## config.mk

```make
export PLATFORM = sky130hd
export DESIGN_NAME = rfs_status_bank
export DESIGN_NICKNAME = d
export VERILOG_FILES = /design/src/rfs_pkg.sv /design/src/rfs_flag_if.sv /design/src/rfs_flag_bank.sv /design/src/rfs_status_bank.sv
export SDC_FILE = /design/constraint.sdc
export NUM_CORES = 1
export LEC_CHECK = 0
export BUFFER_PORTS_ARGS = -buffer_cell sky130_fd_sc_hd__buf_2
export CAP_MARGIN = 40
export CORE_MARGIN = 5
export CORE_UTILIZATION = 50
export DETAILED_ROUTE_END_ITERATION = 16
export PLACE_DENSITY = 0.78
export SLEW_MARGIN = 20
export SYNTH_ARGS = -nofsm -noshare
export SYNTH_HDL_FRONTEND = slang
export SYNTH_SLANG_ARGS = --single-unit
```

## constraint.sdc

```tcl
create_clock -name ref_clk -period 3.15 [get_ports ref_clk]
set_clock_uncertainty 0.15 [all_clocks]
set_input_delay 0.63 -clock ref_clk [delete_from_list [all_inputs] [get_ports ref_clk]]
set_output_delay 0.63 -clock ref_clk [all_outputs]
set_load 0.005 [all_outputs]
```

## src/rfs_pkg.sv

```systemverilog
// Shared constants of the resolver fault and position status bank.
package rfs_pkg;

  // Register offsets; the read port addresses registers directly.
  localparam logic [7:0] ADDR_FAULT_STATUS = 8'h10;
  localparam logic [7:0] ADDR_ANGLE_STATUS = 8'h11;
  localparam logic [7:0] ADDR_VELOCITY_STATUS = 8'h12;

  // Reset value of every register and of the read data.
  localparam logic [15:0] REG_RESET = 16'h0000;

  // Bit positions in the supply and exciter fault status register.
  localparam int ST_EXC_HIGH = 15;
  localparam int ST_EXC_LOW = 14;
  localparam int ST_SERIAL = 13;
  localparam int ST_BOOST_OV = 12;
  localparam int ST_VDD_OC = 11;
  localparam int ST_THERMAL = 10;
  localparam int ST_EXC_DISABLED = 9;
  localparam int ST_ANALOG_BIST = 8;
  localparam int ST_LOGIC_BIST = 7;
  localparam int ST_VCC_OV = 6;
  localparam int ST_VDD_OV = 5;
  localparam int ST_PIN_MISMATCH = 4;
  localparam int ST_FAULT_PIN = 3;
  localparam int ST_ENC_A = 2;
  localparam int ST_ENC_B = 1;
  localparam int ST_ENC_Z = 0;

  // Field positions in the angle and velocity status registers.
  localparam int POS_PARITY = 14;
  localparam int POS_OUT_CLOCK = 13;
  localparam int ANGLE_MSB = 12;
  localparam int VELOCITY_MSB = 13;

  // Lanes of the input synchroniser vector.
  localparam int SYNC_EXC_HIGH = 0;
  localparam int SYNC_EXC_LOW = 1;
  localparam int SYNC_BOOST_OV = 2;
  localparam int SYNC_VDD_OC = 3;
  localparam int SYNC_THERMAL = 4;
  localparam int SYNC_VCC_OV = 5;
  localparam int SYNC_VDD_OV = 6;
  localparam int SYNC_PIN_MISMATCH = 7;
  localparam int SYNC_FAULT_PIN = 8;
  localparam int SYNC_ENC_A = 9;
  localparam int SYNC_ENC_B = 10;
  localparam int SYNC_ENC_Z = 11;
  localparam int SYNC_W = 12;

  // Lanes of the clear-on-read flag bank.
  localparam int COR_EXC_HIGH = 0;
  localparam int COR_EXC_LOW = 1;
  localparam int COR_SERIAL = 2;
  localparam int COR_BOOST_OV = 3;
  localparam int COR_VDD_OC = 4;
  localparam int COR_THERMAL = 5;
  localparam int COR_VCC_OV = 6;
  localparam int COR_VDD_OV = 7;
  localparam int COR_PIN_MISMATCH = 8;
  localparam int COR_ENC_Z = 9;
  localparam int COR_W = 10;

  // Exciter mode setting that keeps the exciter running; any other code disables it.
  localparam logic [1:0] EXC_MODE_ENABLED = 2'h0;

endpackage : rfs_pkg

```

## src/rfs_flag_if.sv

```systemverilog
// Carrier between the status bank and its clear-on-read flag bank.
interface rfs_flag_if;

  // Flag set requests, one lane per flag.
  logic [rfs_pkg::COR_W-1:0] setEvents;
  // One-cycle request to clear every flag.
  logic clearAll;
  // Present flag values.
  logic [rfs_pkg::COR_W-1:0] flags;

  // The flag bank keeps the flags.
  modport bank (input setEvents, input clearAll, output flags);
  // The status bank requests and reads them.
  modport owner (output setEvents, output clearAll, input flags);

endinterface : rfs_flag_if

```

## src/rfs_flag_bank.sv

```systemverilog
// Clear-on-read sticky flag bank with set priority over clear.
module rfs_flag_bank (
  input wire logic ref_clk,
  input wire logic reset,
  rfs_flag_if.bank flagBus
);

  // All state of the bank.
  typedef struct packed {
    logic [rfs_pkg::COR_W-1:0] flags;
  } rfs_bank_s;

  rfs_bank_s state;
  rfs_bank_s next_state;

  // A clear drops every flag, but a set in the same cycle survives it.
  always_comb begin
    next_state = state;
    if (flagBus.clearAll) begin
      next_state.flags = '0;
    end
    next_state.flags = next_state.flags | flagBus.setEvents;
  end

  // The flag register, cleared by power-on reset.
  always_ff @(posedge ref_clk) begin
    if (reset) begin
      state <= '0;
    end else begin
      state <= next_state;
    end
  end

  assign flagBus.flags = state.flags;
endmodule : rfs_flag_bank

```

## src/rfs_status_bank.sv

```systemverilog
// Resolver fault, angle and velocity status registers with their read port.
module rfs_status_bank (
  input wire logic ref_clk,
  input wire logic reset,
  // Read request from the serial interface, one cycle.
  input wire logic regRead,
  input wire logic [7:0] regAddr,
  // Read answer, one cycle after the request.
  output logic [15:0] readData,
  output logic readValid,
  // Analog fault comparators, asynchronous to the core clock.
  input wire logic exciterHighFault,
  input wire logic exciterLowFault,
  input wire logic boostOvervoltage,
  input wire logic digitalRegulatorOvercurrent,
  input wire logic exciterThermalWarning,
  input wire logic mainSupplyOvervoltage,
  input wire logic digitalSupplyOvervoltage,
  input wire logic pinMismatchFault,
  // Pin levels read back from the pads, asynchronous.
  input wire logic faultPinLevel,
  input wire logic encoderALevel,
  input wire logic encoderBLevel,
  input wire logic encoderZLevel,
  // Core logic signals on the same clock.
  input wire logic serialCommFault,
  input wire logic [1:0] exciterModeSetting,
  input wire logic analogSelftestFail,
  input wire logic analogSelftestPass,
  input wire logic analogSelftestRunning,
  input wire logic diagnosticExitCommand,
  input wire logic logicSelftestFail,
  input wire logic logicSelftestPass,
  // Parallel output path of the tracking loop.
  input wire logic [13:0] parallelOutputWord,
  input wire logic parallelOutputClock,
  input wire logic [11:0] angleValue,
  input wire logic [11:0] velocityValue,
  input wire logic resolution12
);

  // All state of the status bank.
  typedef struct packed {
    logic [rfs_pkg::SYNC_W-1:0] stage1;
    logic [rfs_pkg::SYNC_W-1:0] stage2;
    logic [rfs_pkg::SYNC_W-1:0] stage3;
    logic [rfs_pkg::SYNC_W-1:0] level;
    logic analogFault;
    logic logicFault;
    logic [15:0] readData;
    logic readValid;
  } rfs_state_s;

  // Right-justifies the angle for the selected resolution.
  function automatic logic [12:0] fmtAngle(input logic [11:0] a, input logic res12);
    logic [12:0] r;
    r = 13'h0000;
    if (res12) begin
      r = {1'b0, a};
    end else begin
      r = {3'h0, a[9:0]};
    end
    return r;
  endfunction : fmtAngle

  // Sign-extends the velocity from the sign bit of the selected resolution.
  function automatic logic [13:0] fmtVelocity(input logic [11:0] v, input logic res12);
    logic [13:0] r;
    r = 14'h0000;
    if (res12) begin
      r = {{2{v[11]}}, v};
    end else begin
      r = {{4{v[9]}}, v[9:0]};
    end
    return r;
  endfunction : fmtVelocity

  rfs_state_s state;
  rfs_state_s next_state;
  // Raw asynchronous inputs gathered into one vector.
  logic [rfs_pkg::SYNC_W-1:0] rawInputs;
  // Assembled register images.
  logic [15:0] faultImage;
  logic [15:0] angleImage;
  logic [15:0] velocityImage;
  // A taken read of the fault status register.
  logic faultRead;
  // Even parity over the parallel output word.
  logic outputParity;

  // Link to the clear-on-read flags.
  rfs_flag_if flagBus ();

  rfs_flag_bank flagBank (
    .ref_clk(ref_clk),
    .reset(reset),
    .flagBus(flagBus)
  );

  // Gather the asynchronous inputs in lane order.
  always_comb begin
    rawInputs = '0;
    rawInputs[rfs_pkg::SYNC_EXC_HIGH] = exciterHighFault;
    rawInputs[rfs_pkg::SYNC_EXC_LOW] = exciterLowFault;
    rawInputs[rfs_pkg::SYNC_BOOST_OV] = boostOvervoltage;
    rawInputs[rfs_pkg::SYNC_VDD_OC] = digitalRegulatorOvercurrent;
    rawInputs[rfs_pkg::SYNC_THERMAL] = exciterThermalWarning;
    rawInputs[rfs_pkg::SYNC_VCC_OV] = mainSupplyOvervoltage;
    rawInputs[rfs_pkg::SYNC_VDD_OV] = digitalSupplyOvervoltage;
    rawInputs[rfs_pkg::SYNC_PIN_MISMATCH] = pinMismatchFault;
    rawInputs[rfs_pkg::SYNC_FAULT_PIN] = faultPinLevel;
    rawInputs[rfs_pkg::SYNC_ENC_A] = encoderALevel;
    rawInputs[rfs_pkg::SYNC_ENC_B] = encoderBLevel;
    rawInputs[rfs_pkg::SYNC_ENC_Z] = encoderZLevel;
  end

  // A read of the fault register clears its clear-on-read flags.
  assign faultRead = regRead && (regAddr == rfs_pkg::ADDR_FAULT_STATUS);
  assign flagBus.clearAll = faultRead;

  // Filtered levels and the serial fault drive the sticky flags; set requests hold while a fault lasts.
  always_comb begin
    flagBus.setEvents = '0;
    flagBus.setEvents[rfs_pkg::COR_EXC_HIGH] = state.level[rfs_pkg::SYNC_EXC_HIGH];
    flagBus.setEvents[rfs_pkg::COR_EXC_LOW] = state.level[rfs_pkg::SYNC_EXC_LOW];
    flagBus.setEvents[rfs_pkg::COR_SERIAL] = serialCommFault;
    flagBus.setEvents[rfs_pkg::COR_BOOST_OV] = state.level[rfs_pkg::SYNC_BOOST_OV];
    flagBus.setEvents[rfs_pkg::COR_VDD_OC] = state.level[rfs_pkg::SYNC_VDD_OC];
    flagBus.setEvents[rfs_pkg::COR_THERMAL] = state.level[rfs_pkg::SYNC_THERMAL];
    flagBus.setEvents[rfs_pkg::COR_VCC_OV] = state.level[rfs_pkg::SYNC_VCC_OV];
    flagBus.setEvents[rfs_pkg::COR_VDD_OV] = state.level[rfs_pkg::SYNC_VDD_OV];
    flagBus.setEvents[rfs_pkg::COR_PIN_MISMATCH] = state.level[rfs_pkg::SYNC_PIN_MISMATCH];
    flagBus.setEvents[rfs_pkg::COR_ENC_Z] = state.level[rfs_pkg::SYNC_ENC_Z];
  end

  // Assemble the fault status image from flags, self-test bits and pin levels.
  always_comb begin
    faultImage = rfs_pkg::REG_RESET;
    faultImage[rfs_pkg::ST_EXC_HIGH] = flagBus.flags[rfs_pkg::COR_EXC_HIGH];
    faultImage[rfs_pkg::ST_EXC_LOW] = flagBus.flags[rfs_pkg::COR_EXC_LOW];
    faultImage[rfs_pkg::ST_SERIAL] = flagBus.flags[rfs_pkg::COR_SERIAL];
    faultImage[rfs_pkg::ST_BOOST_OV] = flagBus.flags[rfs_pkg::COR_BOOST_OV];
    faultImage[rfs_pkg::ST_VDD_OC] = flagBus.flags[rfs_pkg::COR_VDD_OC];
    faultImage[rfs_pkg::ST_THERMAL] = flagBus.flags[rfs_pkg::COR_THERMAL];
    // The disabled indication follows the mode setting live.
    faultImage[rfs_pkg::ST_EXC_DISABLED] =
      (exciterModeSetting != rfs_pkg::EXC_MODE_ENABLED);
    faultImage[rfs_pkg::ST_ANALOG_BIST] = state.analogFault;
    faultImage[rfs_pkg::ST_LOGIC_BIST] = state.logicFault;
    faultImage[rfs_pkg::ST_VCC_OV] = flagBus.flags[rfs_pkg::COR_VCC_OV];
    faultImage[rfs_pkg::ST_VDD_OV] = flagBus.flags[rfs_pkg::COR_VDD_OV];
    faultImage[rfs_pkg::ST_PIN_MISMATCH] = flagBus.flags[rfs_pkg::COR_PIN_MISMATCH];
    faultImage[rfs_pkg::ST_FAULT_PIN] = state.level[rfs_pkg::SYNC_FAULT_PIN];
    faultImage[rfs_pkg::ST_ENC_A] = state.level[rfs_pkg::SYNC_ENC_A];
    faultImage[rfs_pkg::ST_ENC_B] = state.level[rfs_pkg::SYNC_ENC_B];
    faultImage[rfs_pkg::ST_ENC_Z] = flagBus.flags[rfs_pkg::COR_ENC_Z];
  end

  // Parity is taken over the full word on the parallel output pins.
  assign outputParity = ^parallelOutputWord;

  // Assemble the angle and velocity images; bit 15 of each is reserved zero.
  always_comb begin
    angleImage = rfs_pkg::REG_RESET;
    angleImage[rfs_pkg::POS_PARITY] = outputParity;
    angleImage[rfs_pkg::POS_OUT_CLOCK] = parallelOutputClock;
    angleImage[rfs_pkg::ANGLE_MSB:0] = fmtAngle(angleValue, resolution12);
    velocityImage = rfs_pkg::REG_RESET;
    velocityImage[rfs_pkg::POS_PARITY] = outputParity;
    // Bits above the sign carry its copy; the host does not rely on them.
    velocityImage[rfs_pkg::VELOCITY_MSB:0] = fmtVelocity(velocityValue, resolution12);
  end

  // Next-state logic: synchronisers, self-test flags and the read answer.
  always_comb begin
    next_state = state;
    // Three-stage synchroniser; a lane changes once stages two and three agree.
    next_state.stage1 = rawInputs;
    next_state.stage2 = state.stage1;
    next_state.stage3 = state.stage2;
    for (int i = 0; i < rfs_pkg::SYNC_W; i++) begin
      if (state.stage2[i] == state.stage3[i]) begin
        next_state.level[i] = state.stage3[i];
      end
    end
    // Analog self-test flag: a pass clears it, a failure or early exit wins.
    if (analogSelftestPass) begin
      next_state.analogFault = 1'b0;
    end
    if (analogSelftestFail) begin
      next_state.analogFault = 1'b1;
    end
    if (diagnosticExitCommand && analogSelftestRunning) begin
      next_state.analogFault = 1'b1;
    end
    // Logic self-test flag: a pass clears it unless a failure comes with it.
    if (logicSelftestPass) begin
      next_state.logicFault = 1'b0;
    end
    if (logicSelftestFail) begin
      next_state.logicFault = 1'b1;
    end
    // The answer captures the image before any clear takes effect.
    next_state.readValid = regRead;
    if (regRead) begin
      case (regAddr)
        rfs_pkg::ADDR_FAULT_STATUS: begin
          next_state.readData = faultImage;
        end
        rfs_pkg::ADDR_ANGLE_STATUS: begin
          next_state.readData = angleImage;
        end
        rfs_pkg::ADDR_VELOCITY_STATUS: begin
          next_state.readData = velocityImage;
        end
        default: begin
          // Unmapped offsets answer with zero.
          next_state.readData = rfs_pkg::REG_RESET;
        end
      endcase
    end
  end

  // State register, cleared by power-on reset.
  always_ff @(posedge ref_clk) begin
    if (reset) begin
      state <= '0;
    end else begin
      state <= next_state;
    end
  end

  assign readData = state.readData;
  assign readValid = state.readValid;
endmodule : rfs_status_bank
```

Word level (Yosys, flattened, before mapping). Index checks and enable logic that the tools add are counted.

Eq/ne operators: 15. Reduce and logical (&&, ||, !) cells: 6. Multiplexer cells: 9. Bitwise logic cells: 1.

Operators with widths (count): $pmux W16 S3 (1); $eq A8 B5 Y1 const B (3); $mux W14 (1); $reduce_xor A14 Y1 (1); $eq A1 B1 Y1 (12); $mux W12 (1); $mux W10 (1); $or A10 B10 Y10 (1); $mux W1 (5); $reduce_bool A2 Y1 (2); $reduce_bool A3 Y1 (1); $logic_and A1 B1 Y1 (2).

Logic and storage cells: 51. Bits in registers: 77. Output and inout port bits: 17.

Longest topological paths before layout. Gate-level depths: netlist (run 1).

Depth in word-level cells: 4. Mapped depth: 6. Depth with buffers taken out: 4.

Modules after synthesis. A second synthesis (run 1) with hierarchy kept.

Cell total of the unflattened synthesis: 311. Area total of the unflattened synthesis: 2974.1 um2.

By module, submodules not included: rfs_status_bank (times used 1, area each 2618.8 um2, cells an instance 270, sequential area each 1341.3 um2); rfs_flag_bank (times used 1, area each 355.3 um2, cells an instance 41, sequential area each 200.2 um2).

Least setup slack after synthesis (run 1). OpenSTA, ideal clock, no wires.

Kind: input -> register. From: in regAddr[7]. To: reg flagBank.state, in the netlist flagBank.flagBus.flags[0]. Buffers on the path: 1. Setup slack: 0.920 ns. Setup time: 0.128 ns. Cell stages on the path: 5. Arrival: 1.953 ns. Cell sequence: or4_4 or4_4 buf_6 a21oi_1 nor2_1.

Cells in the longest elaborated chain, start to end: 4.

RTL lines: from (decl) (line rfs_status_bank.sv:7) `input wire logic [7:0] regAddr,`; $eq A8 B5 Y1 (line rfs_status_bank.sv:118) `assign faultRead = regRead && (regAddr == rfs_pkg::ADDR_FAULT_STATUS);`; $logic_and A1 B1 Y1 (line rfs_status_bank.sv:118); $mux W10 (line rfs_flag_bank.sv:19) `if (flagBus.clearAll) begin`; $or A10 B10 Y10 (line rfs_flag_bank.sv:22) `next_state.flags = next_state.flags | flagBus.setEvents;`; to (signal assigned) (line rfs_flag_bank.sv:30) `state <= next_state;`; to (decl) (line rfs_flag_bank.sv:13) `rfs_bank_s state;`.

No other way between the ends. A chain may end at the register's enable or synchronous reset.

Worst setup path after layout (run 1).
From: in regAddr[7]. To: reg flagBank.state, in the netlist flagBank.flagBus.flags[3].

The elaborated chain is that of the path after synthesis.

==> reports/metrics.csv, run 1 <==
stage,metric,value,unit
sta,setup_slack,1.117,ns
sta,tightest_slew,0.6951,ns
sta,setup_viol,0,
floorplan,die_w,86.47,um
grt,grt_max_degree,43,
clocking,root_buffer,clkbuf_8,
final_layout,final_common_cell,buf_2,
grt,grt_pass1_wl,8811,um
sta,fin_crit,2.033,ns
yosys,yosysTopAreaCellShare,0.5272,
clocking,numCtsBuffers,9,
drt,remaining_drc_errors,0,
worst_setup_path,worst_setup_path_end_kind,flip-flop,
worst_setup_path,crit_required,3.20,ns
grt,gr-total-overflow,0,
sta,max_freq,491.8,MHz
clocking,cts_htree_levels,3,
placed_design,place_ws,0.7775,ns
clocking,clk_latency,0.33,ns
placed_design,numPortBuffers,88,
yosys,yosys.area_share.simple,0.1660,
yosys,synthAdderAreaFrac,0,
yosys,synth.avg_cell_area,9.619,sq um
yosys,synth.area.top_cells,"dfxtp_1 (53%), nor2b_1 (8.3%), a21oi_1 (4.8%)",
sta,max-slew-margin-rel,0.5357,
worst_setup_path,cp_max_fo,10,
worst_setup_path,endpoint,flagBank.flagBus.flags[3],
yosys,synth_seq_cells,77,
yosys,synth.area.mux_share,0.03766,
yosys,syn-cell-area,2924,sq um
grt,antenna_found_initial,0,
placed_design,gp_congestion,0.7702,
floorplan,initial_core_util,0.5214,
yosys,synth_fp_nets,376,
yosys,yosys_warnings,0,
floorplan,fp.dieH,86.47,um
yosys,yosysTopAreaCell,dfxtp_1,
worst_setup_path,crit_start,regAddr[7],
floorplan,rows,27,
drt,antenna_left,0,
flow_run,maxCapViolCount,0,
drt,drt_iter0_drc,87,
yosys,synth_compound_area_frac,0.1523,
yosys,ys_seq_area_frac,0.5272,
grt,track_usage,0.1464,
yosys,synth_xor_area_frac,0.04536,
yosys,dominantRegCellSynth,dfxtp_1,
final_layout,areaGrowthSynthToFinish,18.19,%
final_layout,drive_gt1_frac,0.2793,
clocking,clk_pin_slew,0.07,ns
drt,routed-via-count,2222,
min_path,hold_class,reg -> reg,
worst_setup_path,r2r_slack,2.05,ns
yosys,ys_types,29,
final_layout,nFillCells,481,
power_and_ir_drop,p_per_area,524.2,nW/um^2
sta,final_hold_viol_count,0,
floorplan,io_pins,89,
floorplan,die_area,7477,sq um
final_layout,layout_common_cells,"buf_2 (88), dfxtp_1 (77), nor2b_1 (39)",
drt,wirelength,5360,um
placed_design,dp_hpwl,3867,um
yosys,synthArstFlopShare,0,
clocking,postCtsSetupBuffers,0,
outcome,status,completed,
worst_setup_path,arrival,2.09,ns
drt,wire_per_inst,11.96,um
worst_setup_path,r2r_cells,4,
clocking,cts_sinks,77,
final_layout,fin_nets,443,
placed_design,place_inst,432,
sta,rsz0062_at_grt,false,
yosys,synth_top_family_by_area,simple AND/OR/NAND/NOR gates,
placed_design,place_area,3284,sq um
clocking,cts_tree,built,
drt,detail_route.vias_per_cell,4.960,
sta,drv_slew,0,
clocking,cts_buffer_depth,2,
worst_setup_path,r2r_end,readData[11],
worst_setup_path,worst_setup_path_start_kind,input pin,
power_and_ir_drop,peakVddDrop,0.3115,mV
final_layout,antenna_cells,0,
final_layout,ff_latch_area,1541,sq um
yosys,synth_edf_count,0,
floorplan,core_area,5608,sq um
grt,grt_pass1_vias,2037,
sta,fin_crit_sh,0.6455,
worst_setup_path,critical_path_class,in -> reg,
power_and_ir_drop,p_leak,0.001471,uW
drt,dr.pass1.iters,4,
final_layout,design_area,3456,sq um
final_layout,multi_input_area,1174,sq um
worst_setup_path,regToRegStartpoint,flagBank.flagBus.flags[4],
sta,fin_setup_tns,0,ns
clocking,ctsHoldBuffers,0,
yosys,syn_inst,304,
clocking,cts-resized-gates,0,
final_layout,stdcell_count,448,
power_and_ir_drop,power.total,1811,uW
==> synth_stat cells, types with 9 or more instances <==
cell type and count:
xnor2_1 10, nor2b_1 39, o2bb2ai_1 9, nor2_1 29, nand2_1 18, dfxtp_1 77
buf_4 16, o21ai_0 16, mux2i_1 11, a21oi_1 28, a22oi_1 9, clkbuf_1 11
==> worst min-delay path by stage <==
stage	start	end	slack (ns)	cells past startpoint
6_report	next_state[46]	next_state[34]	0.29	1
5_1_grt	next_state[47]	next_state[35]	0.31	1
4_1_cts	next_state[45]	next_state[33]	0.29	1
3_5_place_dp	next_state[53]	next_state[41]	0.28	1
3_3_place_gp	next_state[43]	next_state[31]	0.27	1
2_1_floorplan	next_state[43]	next_state[31]	0.26	1
==> registers in the layout (all words and copies together) (netlist names) <==
signal and cells:
faultImage 5, flagBank.flagBus.flags 10, flagBus.setEvents 9, next_state 24, readData 16, readValid 1, state 12
==> critical path, stage by stage <==
cell	delay, ns
buf_2	0.10
or4_4	0.54
or4_4	0.58
a21oi_1	0.18
nor2_1	0.05
==> layer usage <==
metal / vias up / part of all wire / track usage
met3: 8 / 0.094 / 0.04278
li1: 1148 / - / -
met4: 0 / 0.016 / 0.06374
met1: 992 / 0.45 / 0.1844
met2: 74 / 0.44 / 0.2330
met5: - / 0 / 0
==> cells by family after synthesis <==
group,count (synthesis)
buffers and inverters,37
DFF,77
AOI/OAI and AO/OA,72
muxes,11
xor gates and xnor gates,12
and+or+nand+nor,95
==> per-stage QoR <==
step                      utilization  hold slack (ns)
after floorplan                     -           0.2638
after global placement         0.5857           0.2700
after detailed placement       0.5857           0.2755
after CTS                      0.6162           0.2908
after global routing           0.6162           0.3087
final                          0.6162           0.2866
==> power by group <==
part	internal, uW	leakage [uW]	switching, uW
registers	996	0.000628	8.21
logic	92.6	0.000755	68.5
clock network	330	0.0000877	316
==> layout make-up <==
class,count,area share
flip-flops and latches,77,0.4461
repair buffers,90,0.1354
well taps,72,0.02607
clock inverters,1,0.001448
multi-input cells,190,0.3396
clock buffers,15,0.04815
inverters,3,0.003259
Power figures use the tool's default switching activity.
==> inputs of run 2 (changes only) <==
==> constraint.sdc (replaced) <==
create_clock -name ref_clk -period 2.1 [get_ports ref_clk]
set_clock_uncertainty 0.15 [all_clocks]
set_input_delay 0.42 -clock ref_clk [delete_from_list [all_inputs] [get_ports ref_clk]]
set_output_delay 0.42 -clock ref_clk [all_outputs]
set_load 0.005 [all_outputs]
==> run 2 against run 1 <==
Wire length increased by 4.9%; die area is the same; sequential share of layout area decreased by 0.76 points; critical path depth stayed put; core utilization rose by 1.1 points; final cell count rose by 0.89%; setup slack got worse by 0.85 ns; via count up 0.68%; power increased by 57%; critical endpoint is now flagBank.flagBus.flags[6].
==> reports/metrics.csv, run 2 (same netlist as run 1, synthesis figures left out) <==
stage,metric,value,unit
drt,detail_route.vias_per_cell,4.949,
final_layout,layout_common_cells,"buf_2 (88), dfxtp_1 (77), nor2b_1 (39)",
clocking,ctsHoldBuffers,0,
clocking,cts_sinks,77,
floorplan,fp.dieH,86.47,um
clocking,postCtsSetupBuffers,0,
grt,gr-usage-met3,0.05228,
placed_design,gp_congestion,0.8138,
grt,grt_use_met1,0.1781,
clocking,cts_tree,built,
final_layout,nFillCells,484,
flow_run,maxCapViolCount,0,
clocking,clk_pin_slew,0.07,ns
grt,use_met2,0.2663,
final_layout,final_util,0.6270,
worst_setup_path,cp_slowest_stage_delay,0.58,ns
placed_design,dp_hpwl,4115,um
worst_setup_path,cp.depth,5,
final_layout,multi_input_area,1174,sq um
worst_setup_path,crit_required,2.17,ns
sta,final_hold_viol_count,0,
power_and_ir_drop,internal_power,2219,uW
floorplan,die_area,7477,sq um
drt,drt_iter0_drc,104,
grt,track_usage,0.1554,
sta,max_freq,545.6,MHz
power_and_ir_drop,p_leak,0.001490,uW
final_layout,drive_gt1_frac,0.2947,
worst_setup_path,path_cells,buf_2 -> or4_4 -> or4_4 -> a21oi_1 -> nor2_1,
grt,grt.busiest_layer,met2,
floorplan,initial_core_util,0.5214,
floorplan,core_area,5608,sq um
final_layout,areaGrowthSynthToFinish,20.24,%
worst_setup_path,critical_path_class,in -> reg,
power_and_ir_drop,seqPwrFrac,0.529,
drt,wirelength,5620,um
sta,tightest_slew,0.7200,ns
floorplan,die_w,86.47,um
floorplan,io_pins,89,
sta,fin_setup_tns,0,ns
clocking,cts_buffer_depth,2,
sta,fin_crit,1.833,ns
power_and_ir_drop,p_comb_frac,0.089,
grt,antenna_found_initial,0,
worst_setup_path,cp_slowest_cell,or4_4,
sta,fin_crit_sh,0.8727,
drt,wire_per_inst,12.43,um
min_path,whs_path_depth,2,
drt,antenna_left,0,
drt,remaining_drc_errors,0,
power_and_ir_drop,p_per_area,808.8,nW/um^2
clocking,numCtsBuffers,9,
grt,grt_pass1_wl,9170,um
clocking,cts_htree_levels,3,
placed_design,place_ws,-0.07015,ns
worst_setup_path,r2r_cells,4,
outcome,status,completed,
grt,grt_max_degree,54,
sta,setup_viol,0,
min_path,hold_class,in -> reg,
final_layout,antenna_cells,0,
worst_setup_path,cp_max_fo,10,
final_layout,fin_nets,447,
worst_setup_path,cp_common_cell,or4_4,
worst_setup_path,worst_setup_path_end_kind,flip-flop,
floorplan,rows,27,
grt,gr-total-overflow,0,
drt,routed-via-count,2237,
grt,grt_pass1_vias,2132,
worst_setup_path,arrival,1.90,ns
clocking,cts-resized-gates,0,
placed_design,numPortBuffers,88,
sta,rsz0062_at_grt,false,
worst_setup_path,worst_setup_path_start_kind,input pin,
final_layout,ff_latch_area,1541,sq um
sta,drv_slew,0,
sta,max-slew-margin-rel,0.5190,
power_and_ir_drop,switchingPower,624.8,uW
clocking,root_buffer,clkbuf_8,
final_layout,final_common_cell,buf_2,
power_and_ir_drop,netSwitchingFraction,0.2197,
worst_setup_path,cp_num_buf_inv,1,
power_and_ir_drop,peakVddDrop,0.4890,mV
worst_setup_path,cp_top_family,simple AND/OR/NAND/NOR gates,
clocking,clk_latency,0.33,ns
drt,dr.pass1.iters,4,
power_and_ir_drop,clkPwrFrac,0.382,
final_layout,largest_reg_flops,24,
sta,setup_slack,0.2673,ns
[run 2: final timing paths]
path,from,to,slack (ns)
hold reg to reg,next_state[45],next_state[33],0.29
hold / removal,faultPinLevel,next_state[51],0.14
setup / recovery,regAddr[7],flagBank.flagBus.flags[6],0.27
setup reg to reg,flagBank.flagBus.flags[4],readData[11],1.04
[run 2: per-stage QoR]
stage,power (uW),hold WS (ns),instance area (sq um),cells
after floorplan,1693,0.2638,2924,304
after global placement,1784,0.2679,3314,436
after detailed placement,1794,0.2704,3314,436
after CTS,2886,0.1239,3516,452
after global routing,2977,0.1372,3516,452
final,2844,0.1412,3516,452
[run 2: power by group through the flow]
stage                     registers, uW  logic, uW  clock network [uW]
after global placement             1540        245                   0
after detailed placement           1540        254                   0
final                              1510        253                1090
after global routing               1510        279                1190
after floorplan                    1540        156                   0
after CTS                          1510        255                1130
[run 2: per-layer routing]
metal | vias to the layer above | routed length (um)
met5 | - | 0
met4 | 0 | 59
li1 | 1151 | -
met1 | 1001 | 2472
met2 | 81 | 2599
met3 | 4 | 488
[run 2: cell type report]
type / count / share of cell area
well taps: 72 / 0.02562
multi-input cells: 190 / 0.3338
flip-flops and latches: 77 / 0.4384
clock buffers: 11 / 0.04021
inverters: 3 / 0.003203
repair buffers: 94 / 0.1416
clock inverters: 5 / 0.01708
